[src/hw/acr_pkg.sv]
// Package with register map, field positions and timing constants of the converter control block.
package acr_pkg;
   // ==========================================================================
   // Register offsets.
   // ==========================================================================
   localparam logic [7:0] RESULT_LOW_OFS  = 8'h78;   // Result low byte.
   localparam logic [7:0] RESULT_HIGH_OFS = 8'h79;   // Result high byte.
   localparam logic [7:0] CTRL_A_OFS      = 8'h7A;   // Converter control A.
   localparam logic [7:0] CTRL_B_OFS      = 8'h7B;   // Converter control B.
   localparam logic [7:0] SELECT_OFS      = 8'h7C;   // Input and reference select.
   // ==========================================================================
   // Field positions.
   // ==========================================================================
   localparam int EN_BIT    = 7;   // Converter enable.
   localparam int START_BIT = 6;   // Start conversion.
   localparam int AUTO_BIT  = 5;   // Auto trigger enable.
   localparam int FLAG_BIT  = 4;   // Completion flag.
   localparam int IE_BIT    = 3;   // Completion interrupt enable.
   localparam int REF_BIT   = 6;   // Reference select.
   localparam int ALIGN_BIT = 5;   // Result alignment.
   localparam logic [7:0] SELECT_MASK = 8'h6F;   // Writable select bits.
   localparam logic [7:0] CTRL_B_MASK = 8'h47;   // Writable control B bits.
   localparam logic [7:0] RESET_VAL   = 8'h00;   // Reset value of the control and select registers.
   // ==========================================================================
   // Channel codes and timing.
   // ==========================================================================
   localparam logic [3:0] CH_TEMP    = 4'h8;   // Temperature sensor channel.
   localparam logic [3:0] CH_BANDGAP = 4'hE;   // Bandgap channel.
   localparam logic [3:0] CH_GROUND  = 4'hF;   // Ground channel.
   localparam logic [2:0] TRIG_FREE  = 3'h0;   // Free running trigger source.
   localparam logic [4:0] FIRST_CYCLES  = 5'd25;   // Initialising conversion length.
   localparam logic [4:0] NORMAL_CYCLES = 5'd13;   // Normal conversion length.
   localparam logic [9:0] RESULT_RESET  = 10'h000;   // Result reset value.
   // Channel routing class.
   typedef enum logic [1:0] {ROUTE_PIN, ROUTE_SENSOR, ROUTE_FIXED, ROUTE_NONE} acr_route_t;
endpackage : acr_pkg

[src/hw/acr_converter_control.sv]
// Register and sequencing logic of the ten-bit converter control block.
`timescale 1ns/10ps
module acr_converter_control (
   // Clock and reset.
   input  wire logic       clk,
   input  wire logic       reset_n,
   // Register port.
   input  wire logic [7:0] regAddr,        // Register offset.
   input  wire logic [7:0] regWrData,      // Write data.
   input  wire logic       regWrite,       // Write strobe.
   input  wire logic       regRead,        // Read strobe.
   output logic [7:0]      regRdData,      // Read data, one cycle after the strobe.
   // Processor side.
   input  wire logic       globalIntEn,    // Global interrupt enable.
   input  wire logic       vectorTaken,    // Interrupt vector taken.
   input  wire logic [7:0] triggerSources, // Trigger flags, index is source code.
   output logic            irqRequest,     // Conversion complete request.
   // Analog front end.
   input  wire logic [9:0] sampleData,     // Value of the finished conversion.
   output logic            converterOn,    // Analog part powered.
   output logic            convActive,     // Conversion in progress.
   output logic            refSupply,      // One selects the supply pin reference.
   output logic [3:0]      channelSel,     // Applied channel code.
   output logic [1:0]      routeClass,     // Routing class of applied channel.
   output logic            convTick        // One converter clock tick.
);
   // ==========================================================================
   // Declarations.
   // ==========================================================================
   typedef enum logic [1:0] {IDLE, CONVERT} acr_state_t;   // Sequencer states.
   acr_state_t state_r;            // Sequencer state.
   logic [7:0] selectReg_r;        // Written select register.
   logic [7:0] ctrlA_r;            // Control A bits except start and flag.
   logic [7:0] ctrlB_r;            // Control B register.
   logic       flag_r;             // Completion flag.
   logic       needInit_r;         // Next conversion initialises.
   logic [4:0] cycles_r;           // Converter cycles left.
   logic       refApplied_r;       // Reference in force.
   logic [3:0] chanApplied_r;      // Channel in force.
   logic       trigPrev_r;         // Trigger level one cycle ago.
   logic       freeRestart_r;      // Free running relaunch pending.
   logic       tick;               // Prescaler tick.
   logic [9:0] result;             // Stored result.
   logic       wrSel, wrA, wrB;    // Write decodes.
   logic       startReq;           // Launch request this cycle.
   logic       done;               // Conversion ends this cycle.
   logic       trigLevel;          // Selected trigger level.
   logic       enNow;              // Enable after this cycle's write.
   logic [7:0] readMux;            // Read data before the register.

   // Decode a read or write access to a given offset.
   function automatic logic hit(input logic [7:0] a, input logic [7:0] ofs);
      return a == ofs;
   endfunction

   // Routing class of a channel code.
   function automatic logic [1:0] route(input logic [3:0] ch);
      if (ch < acr_pkg::CH_TEMP) begin
         return 2'(acr_pkg::ROUTE_PIN);
      end else if (ch == acr_pkg::CH_TEMP) begin
         return 2'(acr_pkg::ROUTE_SENSOR);
      end else if (ch == acr_pkg::CH_BANDGAP || ch == acr_pkg::CH_GROUND) begin
         return 2'(acr_pkg::ROUTE_FIXED);
      end else begin
         return 2'(acr_pkg::ROUTE_NONE);
      end
   endfunction

   assign wrSel = regWrite && hit(regAddr, acr_pkg::SELECT_OFS);
   assign wrA   = regWrite && hit(regAddr, acr_pkg::CTRL_A_OFS);
   assign wrB   = regWrite && hit(regAddr, acr_pkg::CTRL_B_OFS);
   assign enNow = wrA ? regWrData[acr_pkg::EN_BIT] : ctrlA_r[acr_pkg::EN_BIT];

   // ==========================================================================
   // Submodules.
   // ==========================================================================
   // Converter clock divider.
   acr_prescaler uPrescaler (
      .clk       (clk),
      .reset_n   (reset_n),
      .run       (ctrlA_r[acr_pkg::EN_BIT]),
      .divSelect (ctrlA_r[2:0]),
      .tick      (tick)
   );

   // Result store with low byte lock.
   acr_result_store uResult (
      .clk      (clk),
      .reset_n  (reset_n),
      .load     (done),
      .newValue (sampleData),
      .lowRead  (regRead && hit(regAddr, acr_pkg::RESULT_LOW_OFS)),
      .highRead (regRead && hit(regAddr, acr_pkg::RESULT_HIGH_OFS)),
      .value    (result)
   );

   // ==========================================================================
   // Control registers.
   // ==========================================================================
   // Writable control bits; start and flag are handled separately.
   always_ff @(posedge clk) begin
      if (!reset_n) begin
         ctrlA_r     <= acr_pkg::RESET_VAL;
         ctrlB_r     <= acr_pkg::RESET_VAL;
         selectReg_r <= acr_pkg::RESET_VAL;
      end else begin
         if (wrA) begin
            ctrlA_r <= regWrData;
         end
         if (wrB) begin
            ctrlB_r <= regWrData & acr_pkg::CTRL_B_MASK;
         end
         if (wrSel) begin
            selectReg_r <= regWrData & acr_pkg::SELECT_MASK;
         end
      end
   end

   // ==========================================================================
   // Triggering.
   // ==========================================================================
   // select source by code.
   assign trigLevel = triggerSources[ctrlB_r[2:0]];

   // Previous trigger level, taken through the source switch.
   always_ff @(posedge clk) begin
      if (!reset_n) begin
         trigPrev_r <= 1'b0;
      end else begin
         trigPrev_r <= trigLevel;
      end
   end

   // Launch when idle and enabled on a write, an edge or a free running relaunch.
   always_comb begin
      startReq = 1'b0;
      if (enNow && state_r == IDLE) begin
         if (wrA && regWrData[acr_pkg::START_BIT]) begin
            startReq = 1'b1;
         end
         if (ctrlA_r[acr_pkg::AUTO_BIT] && ctrlB_r[2:0] != acr_pkg::TRIG_FREE
             && trigLevel && !trigPrev_r) begin
            startReq = 1'b1;
         end
         if (freeRestart_r) begin
            startReq = 1'b1;
         end
      end
   end

   // ==========================================================================
   // Sequencer.
   // ==========================================================================
   assign done = (state_r == CONVERT) && tick && (cycles_r == 5'd1);

   // Conversion state, cycle count and initialisation marker.
   always_ff @(posedge clk) begin
      if (!reset_n) begin
         state_r    <= IDLE;
         cycles_r   <= 5'd0;
         needInit_r <= 1'b1;
      end else if (!enNow) begin
         state_r    <= IDLE;
         cycles_r   <= 5'd0;
         needInit_r <= 1'b1;
      end else begin
         case (state_r)
            IDLE: begin
               if (startReq) begin
                  state_r    <= CONVERT;
                  cycles_r   <= needInit_r ? acr_pkg::FIRST_CYCLES : acr_pkg::NORMAL_CYCLES;
                  needInit_r <= 1'b0;
               end
            end
            CONVERT: begin
               if (tick) begin
                  cycles_r <= cycles_r - 5'd1;
                  if (cycles_r == 5'd1) begin
                     state_r <= IDLE;
                  end
               end
            end
            default: begin
               state_r <= IDLE;
            end
         endcase
      end
   end

   // Free running relaunch after each completion.
   always_ff @(posedge clk) begin
      if (!reset_n) begin
         freeRestart_r <= 1'b0;
      end else begin
         freeRestart_r <= done && ctrlA_r[acr_pkg::AUTO_BIT]
                          && ctrlB_r[2:0] == acr_pkg::TRIG_FREE;
      end
   end

   // ==========================================================================
   // Completion flag.
   // ==========================================================================
   // set wins over both clears.
   always_ff @(posedge clk) begin
      if (!reset_n) begin
         flag_r <= 1'b0;
      end else if (done) begin
         flag_r <= 1'b1;
      end else if (vectorTaken || (wrA && regWrData[acr_pkg::FLAG_BIT])) begin
         flag_r <= 1'b0;
      end
   end

   // ==========================================================================
   // Applied reference and channel.
   // ==========================================================================
   // apply only when idle.
   always_ff @(posedge clk) begin
      if (!reset_n) begin
         refApplied_r  <= 1'b0;
         chanApplied_r <= 4'h0;
      end else if (state_r == IDLE) begin
         refApplied_r  <= selectReg_r[acr_pkg::REF_BIT];
         chanApplied_r <= selectReg_r[3:0];
      end
   end

   // ==========================================================================
   // Outputs.
   // ==========================================================================
   // Front end controls, all registered.
   always_ff @(posedge clk) begin
      if (!reset_n) begin
         converterOn <= 1'b0;
         convActive  <= 1'b0;
         refSupply   <= 1'b0;
         channelSel  <= 4'h0;
         routeClass  <= 2'(acr_pkg::ROUTE_PIN);
         convTick    <= 1'b0;
         irqRequest  <= 1'b0;
      end else begin
         converterOn <= ctrlA_r[acr_pkg::EN_BIT];
         convActive  <= state_r == CONVERT;
         refSupply   <= refApplied_r;
         channelSel  <= chanApplied_r;
         routeClass  <= route(chanApplied_r);
         convTick    <= tick;
         irqRequest  <= flag_r && ctrlA_r[acr_pkg::IE_BIT] && globalIntEn;
      end
   end

   // ==========================================================================
   // Read path.
   // ==========================================================================
   always_comb begin
      readMux = 8'h00;
      if (hit(regAddr, acr_pkg::RESULT_LOW_OFS)) begin
         readMux = selectReg_r[acr_pkg::ALIGN_BIT] ? {result[1:0], 6'h00} : result[7:0];
      end else if (hit(regAddr, acr_pkg::RESULT_HIGH_OFS)) begin
         readMux = selectReg_r[acr_pkg::ALIGN_BIT] ? result[9:2] : {6'h00, result[9:8]};
      end else if (hit(regAddr, acr_pkg::CTRL_A_OFS)) begin
         readMux = {ctrlA_r[7], state_r == CONVERT, ctrlA_r[5], flag_r, ctrlA_r[3:0]};
      end else if (hit(regAddr, acr_pkg::CTRL_B_OFS)) begin
         readMux = ctrlB_r;
      end else if (hit(regAddr, acr_pkg::SELECT_OFS)) begin
         readMux = selectReg_r;
      end
   end

   // Read data register, valid one cycle after the strobe, zero otherwise.
   always_ff @(posedge clk) begin
      if (!reset_n) begin
         regRdData <= 8'h00;
      end else begin
         regRdData <= regRead ? readMux : 8'h00;
      end
   end
endmodule : acr_converter_control

[src/hw/acr_prescaler.sv]
// Prescaler that makes the converter clock tick from the system clock.
`timescale 1ns/10ps
module acr_prescaler (
   // Clock and reset.
   input  wire logic       clk,
   input  wire logic       reset_n,
   // Control.
   input  wire logic       run,        // Converter enabled.
   input  wire logic [2:0] divSelect,  // Prescaler select field.
   // Tick out.
   output logic            tick        // One pulse each converter clock.
);
   logic [6:0] count_r;   // Free count while enabled.
   logic [6:0] mask;      // Divider minus one.

   // Codes 0 and 1 both divide by two, the rest by two to the code.
   always_comb begin
      if (divSelect == 3'h0) begin
         mask = 7'h01;
      end else begin
         mask = 7'((8'h01 << divSelect) - 8'h01);
      end
   end

   always_ff @(posedge clk) begin
      if (!reset_n || !run) begin
         count_r <= 7'h00;
         tick    <= 1'b0;
      end else begin
         count_r <= count_r + 7'h01;
         tick    <= ((count_r & mask) == mask);
      end
   end
endmodule : acr_prescaler

[src/hw/acr_result_store.sv]
// Result store with read lock for the ten-bit conversion result.
`timescale 1ns/10ps
module acr_result_store (
   // Clock and reset.
   input  wire logic       clk,
   input  wire logic       reset_n,
   // Update side.
   input  wire logic       load,       // Conversion finished.
   input  wire logic [9:0] newValue,   // Finished result.
   // Read side.
   input  wire logic       lowRead,    // Low byte read.
   input  wire logic       highRead,   // High byte read.
   output logic [9:0]      value       // Stored result.
);
   logic locked_r;   // Low byte read, high byte not yet.

   // lock from low read to high read.
   always_ff @(posedge clk) begin
      if (!reset_n) begin
         locked_r <= 1'b0;
      end else if (highRead) begin
         locked_r <= 1'b0;
      end else if (lowRead) begin
         locked_r <= 1'b1;
      end
   end

   always_ff @(posedge clk) begin
      if (!reset_n) begin
         value <= acr_pkg::RESULT_RESET;
      end else if (load && !locked_r) begin
         value <= newValue;
      end
   end
endmodule : acr_result_store

[config.mk]
export PLATFORM = sky130hd
export DESIGN_NAME = acr_converter_control
export DESIGN_NICKNAME = d
export VERILOG_FILES = /design/src/hw/acr_pkg.sv /design/src/hw/acr_converter_control.sv /design/src/hw/acr_prescaler.sv /design/src/hw/acr_result_store.sv
export SDC_FILE = /design/constraint.sdc
export NUM_CORES = 1
export LEC_CHECK = 0
export ABC_AREA = 1
export BUFFER_PORTS_ARGS = -buffer_cell sky130_fd_sc_hd__buf_2
export CAP_MARGIN = 25
export CORE_ASPECT_RATIO = 0.9
export CORE_MARGIN = 2
export CORE_UTILIZATION = 40
export CTS_CLUSTER_SIZE = 25
export DETAILED_ROUTE_END_ITERATION = 7
export GPL_TIMING_DRIVEN = 0
export PLACE_DENSITY_LB_ADDON = 0.12
export SETUP_SLACK_MARGIN = 0.4
export SKIP_LAST_GASP = 1
export SLEW_MARGIN = 15
export SYNTH_ARGS = -nofsm -noshare
export SYNTH_HDL_FRONTEND = slang
export SYNTH_HIERARCHICAL = 1
export SYNTH_SLANG_ARGS = --single-unit
[constraint.sdc]
create_clock -name clk -period 2.4 [get_ports clk]
set_input_delay 0.48 -clock clk [delete_from_list [all_inputs] [get_ports clk]]
set_output_delay 0.48 -clock clk [all_outputs]
set_load 0.02 [all_outputs]
==> impl_table.tex, run 1 <==
\begin{tabular}{lr}
\hline
Metric & Value \\
\hline
\multicolumn{2}{l}{\textbf{Route}} \\
Routed Wire Length & 6850 microns \\
Iteration-0 DRC Markers & 85 \\
Average wire per standard cell & 11.6 microns \\
Via density per instance & 4.66 \\
Routed vias & 2756 \\
First-pass DRT Iterations & 4 \\
Number of nets with antenna violations after routing & 0 \\
Number of DRC violations after detailed routing & 0 \\
\multicolumn{2}{l}{\textbf{Yosys}} \\
Area fraction in compound gates after synthesis & 0.128 \\
Proportion of synthesized flip-flops having asynchronous set or reset & 0 \\
Area share of and/or/nand/nor cells after synthesis & 0.297 \\
Multiplexer share of the synthesized area & 0 \\
Dominant synthesized flop cell & sky130\_fd\_sc\_hd\_\_dfxtp\_1 \\
Cell area after synthesis & 3060 sq um \\
Sequential element share of the synthesized area & 0.451 \\
Unique masters post-synth & 34 \\
Number of register bits inferred by synthesis & 69 \\
Yosys Warn Count & 6 \\
Share of synthesized cell area in full adder, half adder and majority cells & 0.0123 \\
Main combinational cell family by area after synthesis & simple AND/OR/NAND/NOR gates \\
Count of flip-flops with a built-in enable after synthesis & 0 \\
Average cell area after synthesis & 7.24 sq um \\
Post-synth net total & 466 \\
Xor and xnor fraction of the mapped netlist area & 0.0114 \\
Number of instances in the synthesized netlist & 423 \\
\multicolumn{2}{l}{\textbf{STA}} \\
Worst setup skew after layout & 0.00701 ns \\
Final count of negative-setup-slack endpoints & 0 \\
Share of the clock period used by the worst path & 0.708 \\
Crit path setup slack, layout & 0.700 ns \\
Final critical delay including setup and external delays & 1.70 ns \\
Fmax & 0.588 GHz \\
Final Max Slew Viols & 0 \\
Final hold viol count & 0 \\
Slew margin rel. & 0.697 \\
Setup TNS & 0 ns \\
Unrepaired setup endpoints after global routing & false \\
Tightest Pin Transition & 0.454 ns \\
Worst hold margin & 0.384 ns \\
\multicolumn{2}{l}{\textbf{Setup path}} \\
Cell type of the slowest stage on the worst timing path & sky130\_fd\_sc\_hd\_\_dfxtp\_2 \\
Critical Setup Path Class & register to register \\
Arrival time reported for the critical path endpoint & 1.94 ns \\
Startpoint type of the worst setup path & register \\
Crit-path max cell delay & 0.43 ns \\
Required time of the worst setup path & 2.65 ns \\
Maximum net fanout on the critical path & 10 \\
Worst setup EP type & register \\
List of cells traversed by the critical path & nand2\_1, inv\_1, nand4\_1, inv\_1, buf\_2, nand3\_1, nand2\_1, nor2\_1 \\
\multicolumn{2}{l}{\textbf{Floorplan}} \\
Initial standard-cell utilization of the core & 0.410 \\
Top-level I/O count & 59 \\
\# rows & 30 \\
Standard cell core area & 7470 sq um \\
Die width & 96.2 microns \\
Area enclosed by the die boundary & 8370 sq um \\
DIE HEIGHT & 87.0 microns \\
\multicolumn{2}{l}{\textbf{Placement}} \\
Placer congestion estimate & 0.851 \\
Setup WS pre-CTS & 0.461 ns \\
Hpwl dp & 5430 microns \\
Count of input and output buffers & 58 \\
\multicolumn{2}{l}{\textbf{Global route}} \\
Global routing's busiest layer & met2 \\
GR Util met2 & 0.268 \\
GRT met3 Usage & 0.0537 \\
Met1 demand-to-capacity share in global routing & 0.256 \\
Largest net degree at the start of global routing & 11 \\
Wire length of the first global-routing pass & 11800 microns \\
Sum of overflow across all layers after global routing & 0 \\
Combined global-route utilization of all metal layers & 0.186 \\
Via count of the first global-routing pass & 2521 \\
Initial antenna violation count & 0 \\
\multicolumn{2}{l}{\textbf{Worst hold path}} \\
Path category of the worst min-delay check & primary input to register \\
\multicolumn{2}{l}{\textbf{CTS}} \\
Depth of the CTS H-tree & 3 \\
TritonCTS buffer count & 9 \\
Clk buf depth & 2 \\
Clock tree root driver cell & sky130\_fd\_sc\_hd\_\_clkbuf\_8 \\
Number of clock sinks & 69 \\
Clk pin slew, worst setup/hold paths & 0.07 ns \\
Clock latency at the later pin of the worst-skew pair & 0.34 ns \\
Count of buffers added by post-CTS timing repair for setup & 0 \\
Clock tree from TritonCTS & yes \\
\multicolumn{2}{l}{\textbf{Layout}} \\
Number of antenna cells inserted & 0 \\
Synthesis-to-layout area growth & 18.8\% \\
Nets & 535 \\
Fin util & 0.487 \\
Proportion of layout cells with a drive suffix above 1 & 0.206 \\
\multicolumn{2}{l}{\textbf{Job}} \\
Reported max-cap violation count & 0 \\
\multicolumn{2}{l}{\textbf{Power and ir drop}} \\
Static leakage power & 1.71 nW \\
Peak ir drop on the vdd network & 0.000339 V \\
Power density over the cells & 564 nW/um\^{}2 \\
Design Power & 0.00205 W \\
\multicolumn{2}{l}{\textbf{Status}} \\
Status & finished clean \\
\hline
\end{tabular}
-- routing by layer --
metal  wire (microns)  share of wire
met1             3490           0.51
met2             2890           0.42
met3              295          0.043
met4              179          0.026
met5                0              0
-- repair_timing --
action	4_1_cts	5_1_grt
endpoints found under the setup margin	0	10
gates resized for setup	0	1
hold buffers	0	0
-- registers in the layout, summed over array words and instances (netlist names) --
register,count
state_r,1
selectReg_r,6
cycles_r,5
ctrlA_r,6
channelSel,4
uPrescaler/count_r,7
refSupply,1
routeClass,2
uResult/value,10
freeRestart_r,1
uResult/locked_r,1
regRdData,8
uPrescaler/tick,1
refApplied_r,1
convTick,1
convActive,1
ctrlB_r,4
chanApplied_r,4
flag_r,1
trigPrev_r,1
converterOn,1
irqRequest,1
needInit_r,1
-- layout make-up --
| type | instances | area (sq um) |
|---|---|---|
| Fill cell | 782 | 3830 |
| Sequential cell | 69 | 1380 |
| Multi-Input combinational cell | 275 | 1380 |
| Timing Repair Buffer | 58 | 290 |
| Inverter | 72 | 270 |
| Clock buffer | 12 | 155 |
| Tap cell | 96 | 120 |
| Buffer | 7 | 36.3 |
| Clock inverter | 2 | 10.0 |
-- cells in the final DEF, fill, tap and decap left out, types with 2 or more instances in the layout --
cell type                  synthesis  final
sky130_fd_sc_hd__a21oi_1          36     36
sky130_fd_sc_hd__a41oi_1           2      2
sky130_fd_sc_hd__buf_2             2     60
sky130_fd_sc_hd__clkbuf_1          4      5
sky130_fd_sc_hd__clkbuf_8          0     11
sky130_fd_sc_hd__clkinv_2          0      2
sky130_fd_sc_hd__dfxtp_1          69     68
sky130_fd_sc_hd__ha_1              3      3
sky130_fd_sc_hd__inv_1            67     67
sky130_fd_sc_hd__inv_2             4      4
sky130_fd_sc_hd__nand2_1          83     83
sky130_fd_sc_hd__nand2_2           6      6
sky130_fd_sc_hd__nand3_1          26     26
sky130_fd_sc_hd__nand3_2           2      2
sky130_fd_sc_hd__nand3b_1          3      3
sky130_fd_sc_hd__nand4_1           4      4
sky130_fd_sc_hd__nor2_1           52     52
sky130_fd_sc_hd__nor2_2            2      2
sky130_fd_sc_hd__nor2_4            4      4
sky130_fd_sc_hd__nor3_1            5      5
sky130_fd_sc_hd__o211ai_1          3      3
sky130_fd_sc_hd__o21ai_0          24     24
sky130_fd_sc_hd__o21ai_1           2      2
sky130_fd_sc_hd__o22ai_1           3      3
sky130_fd_sc_hd__or2_2             4      4
sky130_fd_sc_hd__xnor2_1           2      2
sky130_fd_sc_hd__xor2_1            2      2
-- stage by stage --
step                instance area, sq um  cells
floorplan                           3060    423
global placement                    3470    577
detailed placement                  3470    577
CTS                                 3640    591
global route                        3640    591
finish                              3640    591
-- logic make-up after synthesis --
logic type	after synthesis
XOR/XNOR	4
adder cells (fa/ha/maj)	3
AND/OR/NAND/NOR	195
AO/OA/AOI/OAI	73
flip-flops	69
buffers and inverters	79
-- power by group --
group	internal [W]	total [W]	switching, W
combinational	0.0000397	0.0000950	0.0000553
clock	0.000416	0.000809	0.000393
sequential	0.00115	0.00115	0.000000787
total	0.00160	0.00205	0.000449
-- synthesized netlist by cell type (3+ instances only) --
library cell | number | area share
sky130_fd_sc_hd__o211ai_1 | 3 | 0.0074
sky130_fd_sc_hd__nor2_1 | 52 | 0.064
sky130_fd_sc_hd__nand4_1 | 4 | 0.0082
sky130_fd_sc_hd__nand3b_1 | 3 | 0.0074
sky130_fd_sc_hd__nand3_1 | 26 | 0.042
sky130_fd_sc_hd__nand2_1 | 83 | 0.10
sky130_fd_sc_hd__nand2_2 | 6 | 0.012
sky130_fd_sc_hd__nor2_4 | 4 | 0.015
sky130_fd_sc_hd__dfxtp_1 | 69 | 0.45
sky130_fd_sc_hd__nor3_1 | 5 | 0.0082
sky130_fd_sc_hd__o21ai_0 | 24 | 0.039
sky130_fd_sc_hd__a21oi_1 | 36 | 0.059
sky130_fd_sc_hd__o22ai_1 | 3 | 0.0061
sky130_fd_sc_hd__clkbuf_1 | 4 | 0.0049
sky130_fd_sc_hd__ha_1 | 3 | 0.012
sky130_fd_sc_hd__or2_2 | 4 | 0.0082
sky130_fd_sc_hd__inv_2 | 4 | 0.0049
sky130_fd_sc_hd__inv_1 | 67 | 0.082
-- worst paths after layout --
| check | from | endpoint | cells after the start | slack, ns |
|---|---|---|---|---|
| worst min-delay path | globalIntEn | irqRequest | 3 | 0.38 |
| worst min register to register | refApplied_r | refSupply | 2 | 0.43 |
| worst max-delay path | state_r[0] | uResult/value[3] | 8 | 0.70 |
| worst max register to register | state_r[0] | uResult/value[3] | 8 | 0.70 |
-- critical path, delay by kind of cell (launching register included) --
family	cells	cell delay, ns
AND/OR/NAND/NOR	5	0.62
buffers and inverters	3	0.55
flip-flops	1	0.43
(Power assumes the default switching activity.)
==> inputs of run 2 (changes only) <==
--- a/config.mk
+++ b/config.mk
@@ -5,7 +5,7 @@
 export SDC_FILE = /design/constraint.sdc
 export NUM_CORES = 1
 export LEC_CHECK = 0
-export ABC_AREA = 1
+export ABC_AREA = 0
 export BUFFER_PORTS_ARGS = -buffer_cell sky130_fd_sc_hd__buf_2
 export CAP_MARGIN = 25
 export CORE_ASPECT_RATIO = 0.9
==> constraint.sdc (replaced) <==
create_clock -name clk -period 1.39 [get_ports clk]
set_input_delay 0.278 -clock clk [delete_from_list [all_inputs] [get_ports clk]]
set_output_delay 0.278 -clock clk [all_outputs]
set_load 0.02 [all_outputs]
==> run 2 against run 1 <==
  * Via count decreased by 1.0%
  * Sequential power increased by 71%
  * First-iteration DRC count increased by 86%
  * The flow now finishes with violations (negative setup slack)
  * Critical path type unchanged
  * Sequential share of layout area decreased by 6.9 points
  * Final area increased by 26%
  * Count of clock-buffer cells in the layout unchanged
==> impl_table.tex, run 2 <==
\begin{tabular}{lr}
\hline
Metric & Value \\
\hline
\multicolumn{2}{l}{\textbf{Status}} \\
Status & finished with violations (was finished clean) \\
Failing checks & negative setup slack \\
\multicolumn{2}{l}{\textbf{Worst hold path}} \\
Path category of the worst min-delay check & primary input to register (unchanged) \\
Worst hold start & sampleData[3] (was globalIntEn) \\
\multicolumn{2}{l}{\textbf{Global route}} \\
Largest net degree at the start of global routing & 14 (was 11) \\
Met1 demand-to-capacity share in global routing & 0.287 (was 0.256) \\
GR Util met2 & 0.324 (was 0.268) \\
Sum of overflow across all layers after global routing & 0 (unchanged) \\
Initial antenna violation count & 0 (unchanged) \\
GRT met3 Usage & 0.0502 (was 0.0537) \\
Via count of the first global-routing pass & 2547 (was 2521) \\
Global routing's busiest layer & met2 (unchanged) \\
Wire length of the first global-routing pass & 13000 microns (was 11800 microns) \\
Combined global-route utilization of all metal layers & 0.208 (was 0.186) \\
\multicolumn{2}{l}{\textbf{STA}} \\
Final critical delay including setup and external delays & 2.08 ns (was 1.70 ns) \\
Worst setup skew after layout & 0.00920 ns (was 0.00701 ns) \\
Crit path setup slack, layout & -0.687 ns (was 0.700 ns) \\
Final Max Slew Viols & 0 (unchanged) \\
Final count of negative-setup-slack endpoints & 18 (was 0) \\
Tightest Pin Transition & 0.472 ns (was 0.454 ns) \\
Unrepaired setup endpoints after global routing & true (was false) \\
Share of the clock period used by the worst path & 1.49 (was 0.708) \\
Final hold viol count & 0 (unchanged) \\
Fmax & 0.481 GHz (was 0.588 GHz) \\
Slew margin rel. & 0.682 (was 0.697) \\
\multicolumn{2}{l}{\textbf{CTS}} \\
Clk pin slew, worst setup/hold paths & 0.07 ns (about the same) \\
TritonCTS buffer count & 9 (unchanged) \\
Number of clock sinks & 69 (unchanged) \\
Depth of the CTS H-tree & 3 (unchanged) \\
Clock tree from TritonCTS & yes (unchanged) \\
Clk buf depth & 2 (unchanged) \\
Clock latency at the later pin of the worst-skew pair & 0.34 ns (about the same) \\
CTS Hold Bufs & 0 (unchanged) \\
Clock tree root driver cell & sky130\_fd\_sc\_hd\_\_clkbuf\_8 (unchanged) \\
\multicolumn{2}{l}{\textbf{Placement}} \\
Count of input and output buffers & 57 (was 58) \\
Total instance count after detailed placement & 476 (was 577) \\
Placed Instance Area & 3630 sq um (was 3470 sq um) \\
Placer congestion estimate & 0.927 (was 0.851) \\
Setup WS pre-CTS & -0.691 ns (was 0.461 ns) \\
Hpwl dp & 5480 microns (was 5430 microns) \\
\multicolumn{2}{l}{\textbf{Route}} \\
Routed vias & 2728 (was 2756) \\
Average wire per standard cell & 15.6 microns (was 11.6 microns) \\
Via density per instance & 5.14 (was 4.66) \\
Routed Wire Length & 8310 microns (was 6850 microns) \\
Number of DRC violations after detailed routing & 0 (unchanged) \\
First-pass DRT Iterations & 4 (unchanged) \\
Iteration-0 DRC Markers & 158 (was 85) \\
Number of nets with antenna violations after routing & 0 (unchanged) \\
\multicolumn{2}{l}{\textbf{Setup path}} \\
Cell type of the slowest stage on the worst timing path & sky130\_fd\_sc\_hd\_\_mux4\_2 (was sky130\_fd\_sc\_hd\_\_dfxtp\_2) \\
Startpoint type of the worst setup path & register (unchanged) \\
Setup crit start & ctrlB\_r[0] (was state\_r[0]) \\
Number of buffers and inverters on the critical path & 1 (was 3) \\
Required time of the worst setup path & 1.61 ns (was 2.65 ns) \\
Crit-path max cell delay & 0.54 ns (was 0.43 ns) \\
Worst setup EP type & register (unchanged) \\
Maximum net fanout on the critical path & 6 (was 10) \\
List of cells traversed by the critical path & buf\_6, mux2\_4, mux4\_2, a221oi\_4, and3\_1, a311oi\_1 (was nand2\_1, inv\_1, nand4\_1, inv\_1, buf\_2, nand3\_1, nand2\_1, nor2\_1) \\
Family with the most delay on the worst path & multiplexers (was simple AND/OR/NAND/NOR gates) \\
Arrival time reported for the critical path endpoint & 2.30 ns (was 1.94 ns) \\
Critical Setup Path Class & register to register (unchanged) \\
Critical R2R Launch & ctrlB\_r[0] (was state\_r[0]) \\
\multicolumn{2}{l}{\textbf{Layout}} \\
Proportion of layout cells with a drive suffix above 1 & 0.478 (was 0.206) \\
Largest regs & uResult/value x10, regRdData x8, uPrescaler/count\_r x7 (unchanged) \\
Nets & 473 (was 535) \\
Layout filler cell count & 635 (was 782) \\
Top register by number of flip-flops & uResult/value (unchanged) \\
Most frequent standard cell in the layout excluding fill and tap cells & sky130\_fd\_sc\_hd\_\_dfxtp\_1 (was sky130\_fd\_sc\_hd\_\_nand2\_1) \\
Number of antenna cells inserted & 0 (unchanged) \\
Most used cells in the layout excluding fill and tap cells & sky130\_fd\_sc\_hd\_\_dfxtp\_1 (38), sky130\_fd\_sc\_hd\_\_nand2\_1 (35), sky130\_fd\_sc\_hd\_\_buf\_2 (35) (was sky130\_fd\_sc\_hd\_\_nand2\_1 (83), sky130\_fd\_sc\_hd\_\_dfxtp\_1 (68), sky130\_fd\_sc\_hd\_\_inv\_1 (67)) \\
Post-route standard cell area excluding fillers & 4590 sq um (was 3640 sq um) \\
Flip-flop count of the largest register, all copies and words added & 10 (unchanged) \\
Fin util & 0.612 (was 0.487) \\
Synthesis-to-layout area growth & 49.2\% (was 18.8\%) \\
Non-filler cells, final & 531 (was 591) \\
\multicolumn{2}{l}{\textbf{Floorplan}} \\
\# rows & 30 (unchanged) \\
Initial standard-cell utilization of the core & 0.410 (about the same) \\
Area enclosed by the die boundary & 8410 sq um (was 8370 sq um) \\
Standard cell core area & 7510 sq um (was 7470 sq um) \\
Top-level I/O count & 59 (unchanged) \\
Die width & 96.4 microns (was 96.2 microns) \\
DIE HEIGHT & 87.2 microns (was 87.0 microns) \\
\multicolumn{2}{l}{\textbf{Yosys}} \\
Commonest cells in the synthesized netlist & sky130\_fd\_sc\_hd\_\_dfxtp\_1 (69), sky130\_fd\_sc\_hd\_\_nand2\_1 (38), sky130\_fd\_sc\_hd\_\_mux2i\_1 (31) (was sky130\_fd\_sc\_hd\_\_nand2\_1 (83), sky130\_fd\_sc\_hd\_\_dfxtp\_1 (69), sky130\_fd\_sc\_hd\_\_inv\_1 (67)) \\
Area share of and/or/nand/nor cells after synthesis & 0.248 (was 0.297) \\
Yosys Warn Count & 6 (unchanged) \\
Proportion of synthesized flip-flops having asynchronous set or reset & 0 (unchanged) \\
Share of synthesized cell area in full adder, half adder and majority cells & 0.0122 (was 0.0123) \\
Unique masters post-synth & 58 (was 34) \\
Portion of synthesized cell area occupied by the leading cell type & 0.449 (was 0.451) \\
Largest cells by area after synthesis & sky130\_fd\_sc\_hd\_\_dfxtp\_1 (45\%), sky130\_fd\_sc\_hd\_\_mux2i\_1 (10\%), sky130\_fd\_sc\_hd\_\_nor2b\_1 (4.9\%) (was sky130\_fd\_sc\_hd\_\_dfxtp\_1 (45\%), sky130\_fd\_sc\_hd\_\_nand2\_1 (10\%), sky130\_fd\_sc\_hd\_\_inv\_1 (8.2\%)) \\
Main combinational cell family by area after synthesis & simple AND/OR/NAND/NOR gates (unchanged) \\
Cell area after synthesis & 3080 sq um (was 3060 sq um) \\
Most frequent cell after synthesis & sky130\_fd\_sc\_hd\_\_dfxtp\_1 (was sky130\_fd\_sc\_hd\_\_nand2\_1) \\
Number of instances in the synthesized netlist & 323 (was 423) \\
Post-synth net total & 366 (was 466) \\
Count of flip-flops with a built-in enable after synthesis & 0 (unchanged) \\
Number of register bits inferred by synthesis & 69 (unchanged) \\
Post-synthesis cell type with the largest combined area & sky130\_fd\_sc\_hd\_\_dfxtp\_1 (unchanged) \\
Multiplexer share of the synthesized area & 0.134 (was 0) \\
Average cell area after synthesis & 9.53 sq um (was 7.24 sq um) \\
Dominant synthesized flop cell & sky130\_fd\_sc\_hd\_\_dfxtp\_1 (unchanged) \\
Area fraction in compound gates after synthesis & 0.109 (was 0.128) \\
Xor and xnor fraction of the mapped netlist area & 0.0142 (was 0.0114) \\
Sequential element share of the synthesized area & 0.449 (was 0.451) \\
\multicolumn{2}{l}{\textbf{Power and ir drop}} \\
Power density over the cells & 836 nW/um\^{}2 (was 564 nW/um\^{}2) \\
Static leakage power & 1.72 nW (was 1.71 nW) \\
Peak ir drop on the vdd network & 0.000382 V (was 0.000339 V) \\
\multicolumn{2}{l}{\textbf{Job}} \\
Reported max-cap violation count & 0 (unchanged) \\
\hline
\end{tabular}
-- run 2: cell count changes after synthesis, sizes merged, moves of 21 or more --
| cell | previous run | this run |
|---|---|---|
| inv | 71 | 9 |
| nor2 | 59 | 25 |
| nor2b | 0 | 25 |
| mux2i | 0 | 31 |
| a21oi | 37 | 16 |
| nand2 | 90 | 38 |
-- run 2: cell families (layout without fill, tap and decap cells) --
logic type | after synthesis | in the layout
simple gates | 138 | 138
flops | 69 | 69
compound gates | 47 | 47
mux | 39 | 39
buf+inv | 22 | 134
xor+xnor | 5 | 5
fa+ha+maj | 3 | 3
-- run 2: worst register-to-register path: stages (launching register included) --
cell	delay, ns
sky130_fd_sc_hd__dfxtp_2	0.32
sky130_fd_sc_hd__buf_6	0.12
sky130_fd_sc_hd__mux2_4	0.29
sky130_fd_sc_hd__mux4_2	0.54
sky130_fd_sc_hd__a221oi_4	0.42
sky130_fd_sc_hd__and3_1	0.22
sky130_fd_sc_hd__a311oi_1	0.04
-- run 2: final timing paths --
path	to	slack, ns	cells after the start
hold / removal	uResult/value[3]	0.18	3
setup / recovery	cycles_r[0]	-0.69	6
hold reg to reg	channelSel[3]	0.47	2
setup reg to reg	cycles_r[0]	-0.69	6
-- run 2: metal layers --
metal / vias up / part of all wire
li1: 1347 / -
met1: 1293 / 0.47
met2: 84 / 0.46
met3: 4 / 0.056
met4: 0 / 0.0061
met5: - / 0
-- run 2: layout make-up --
class                   instances  area (sq um)  area share
plain buffers                  13           148      0.0322
inverters                       9          33.8     0.00736
multi-input cells             232          1850       0.403
well taps                      96           120      0.0262
repair buffers                 96           821       0.179
flip-flops and latches         69          1430       0.311
clock buffers                  12           145      0.0316
clock inverters                 4          47.5      0.0104
-- run 2: power breakdown --
| part | total, W | internal, W | switching [W] | leakage [nW] |
|---|---|---|---|---|
| Combinational | 0.000249 | 0.000127 | 0.000122 | 1.05 |
| Clock | 0.00162 | 0.000874 | 0.000744 | 0.0964 |
| Sequential | 0.00197 | 0.00197 | 0.00000108 | 0.573 |
| Total | 0.00384 | 0.00297 | 0.000867 | 1.72 |
-- run 2: through the flow --
| stage | hold WS, ns | setup TNS [ns] | total power, W |
|---|---|---|---|
| 6_report | 0.178 | -5.61 | 0.00384 |
| 5_1_grt | 0.179 | -6.60 | 0.00398 |
| 4_1_cts | 0.157 | -5.56 | 0.00388 |
| 3_5_place_dp | 0.469 | -12.26 | 0.00222 |
| 3_3_place_gp | 0.458 | -11.83 | 0.00222 |
| 2_1_floorplan | 0.405 | -3.61 | 0.00212 |
-- run 2: timing repair --
item                                    in CTS  in global routing
pin swaps                                   23                 19
gates cloned                                 2                  0
endpoints found under the setup margin      67                 76
buffers inserted                            30                  7
gates resized for setup                    110                 29
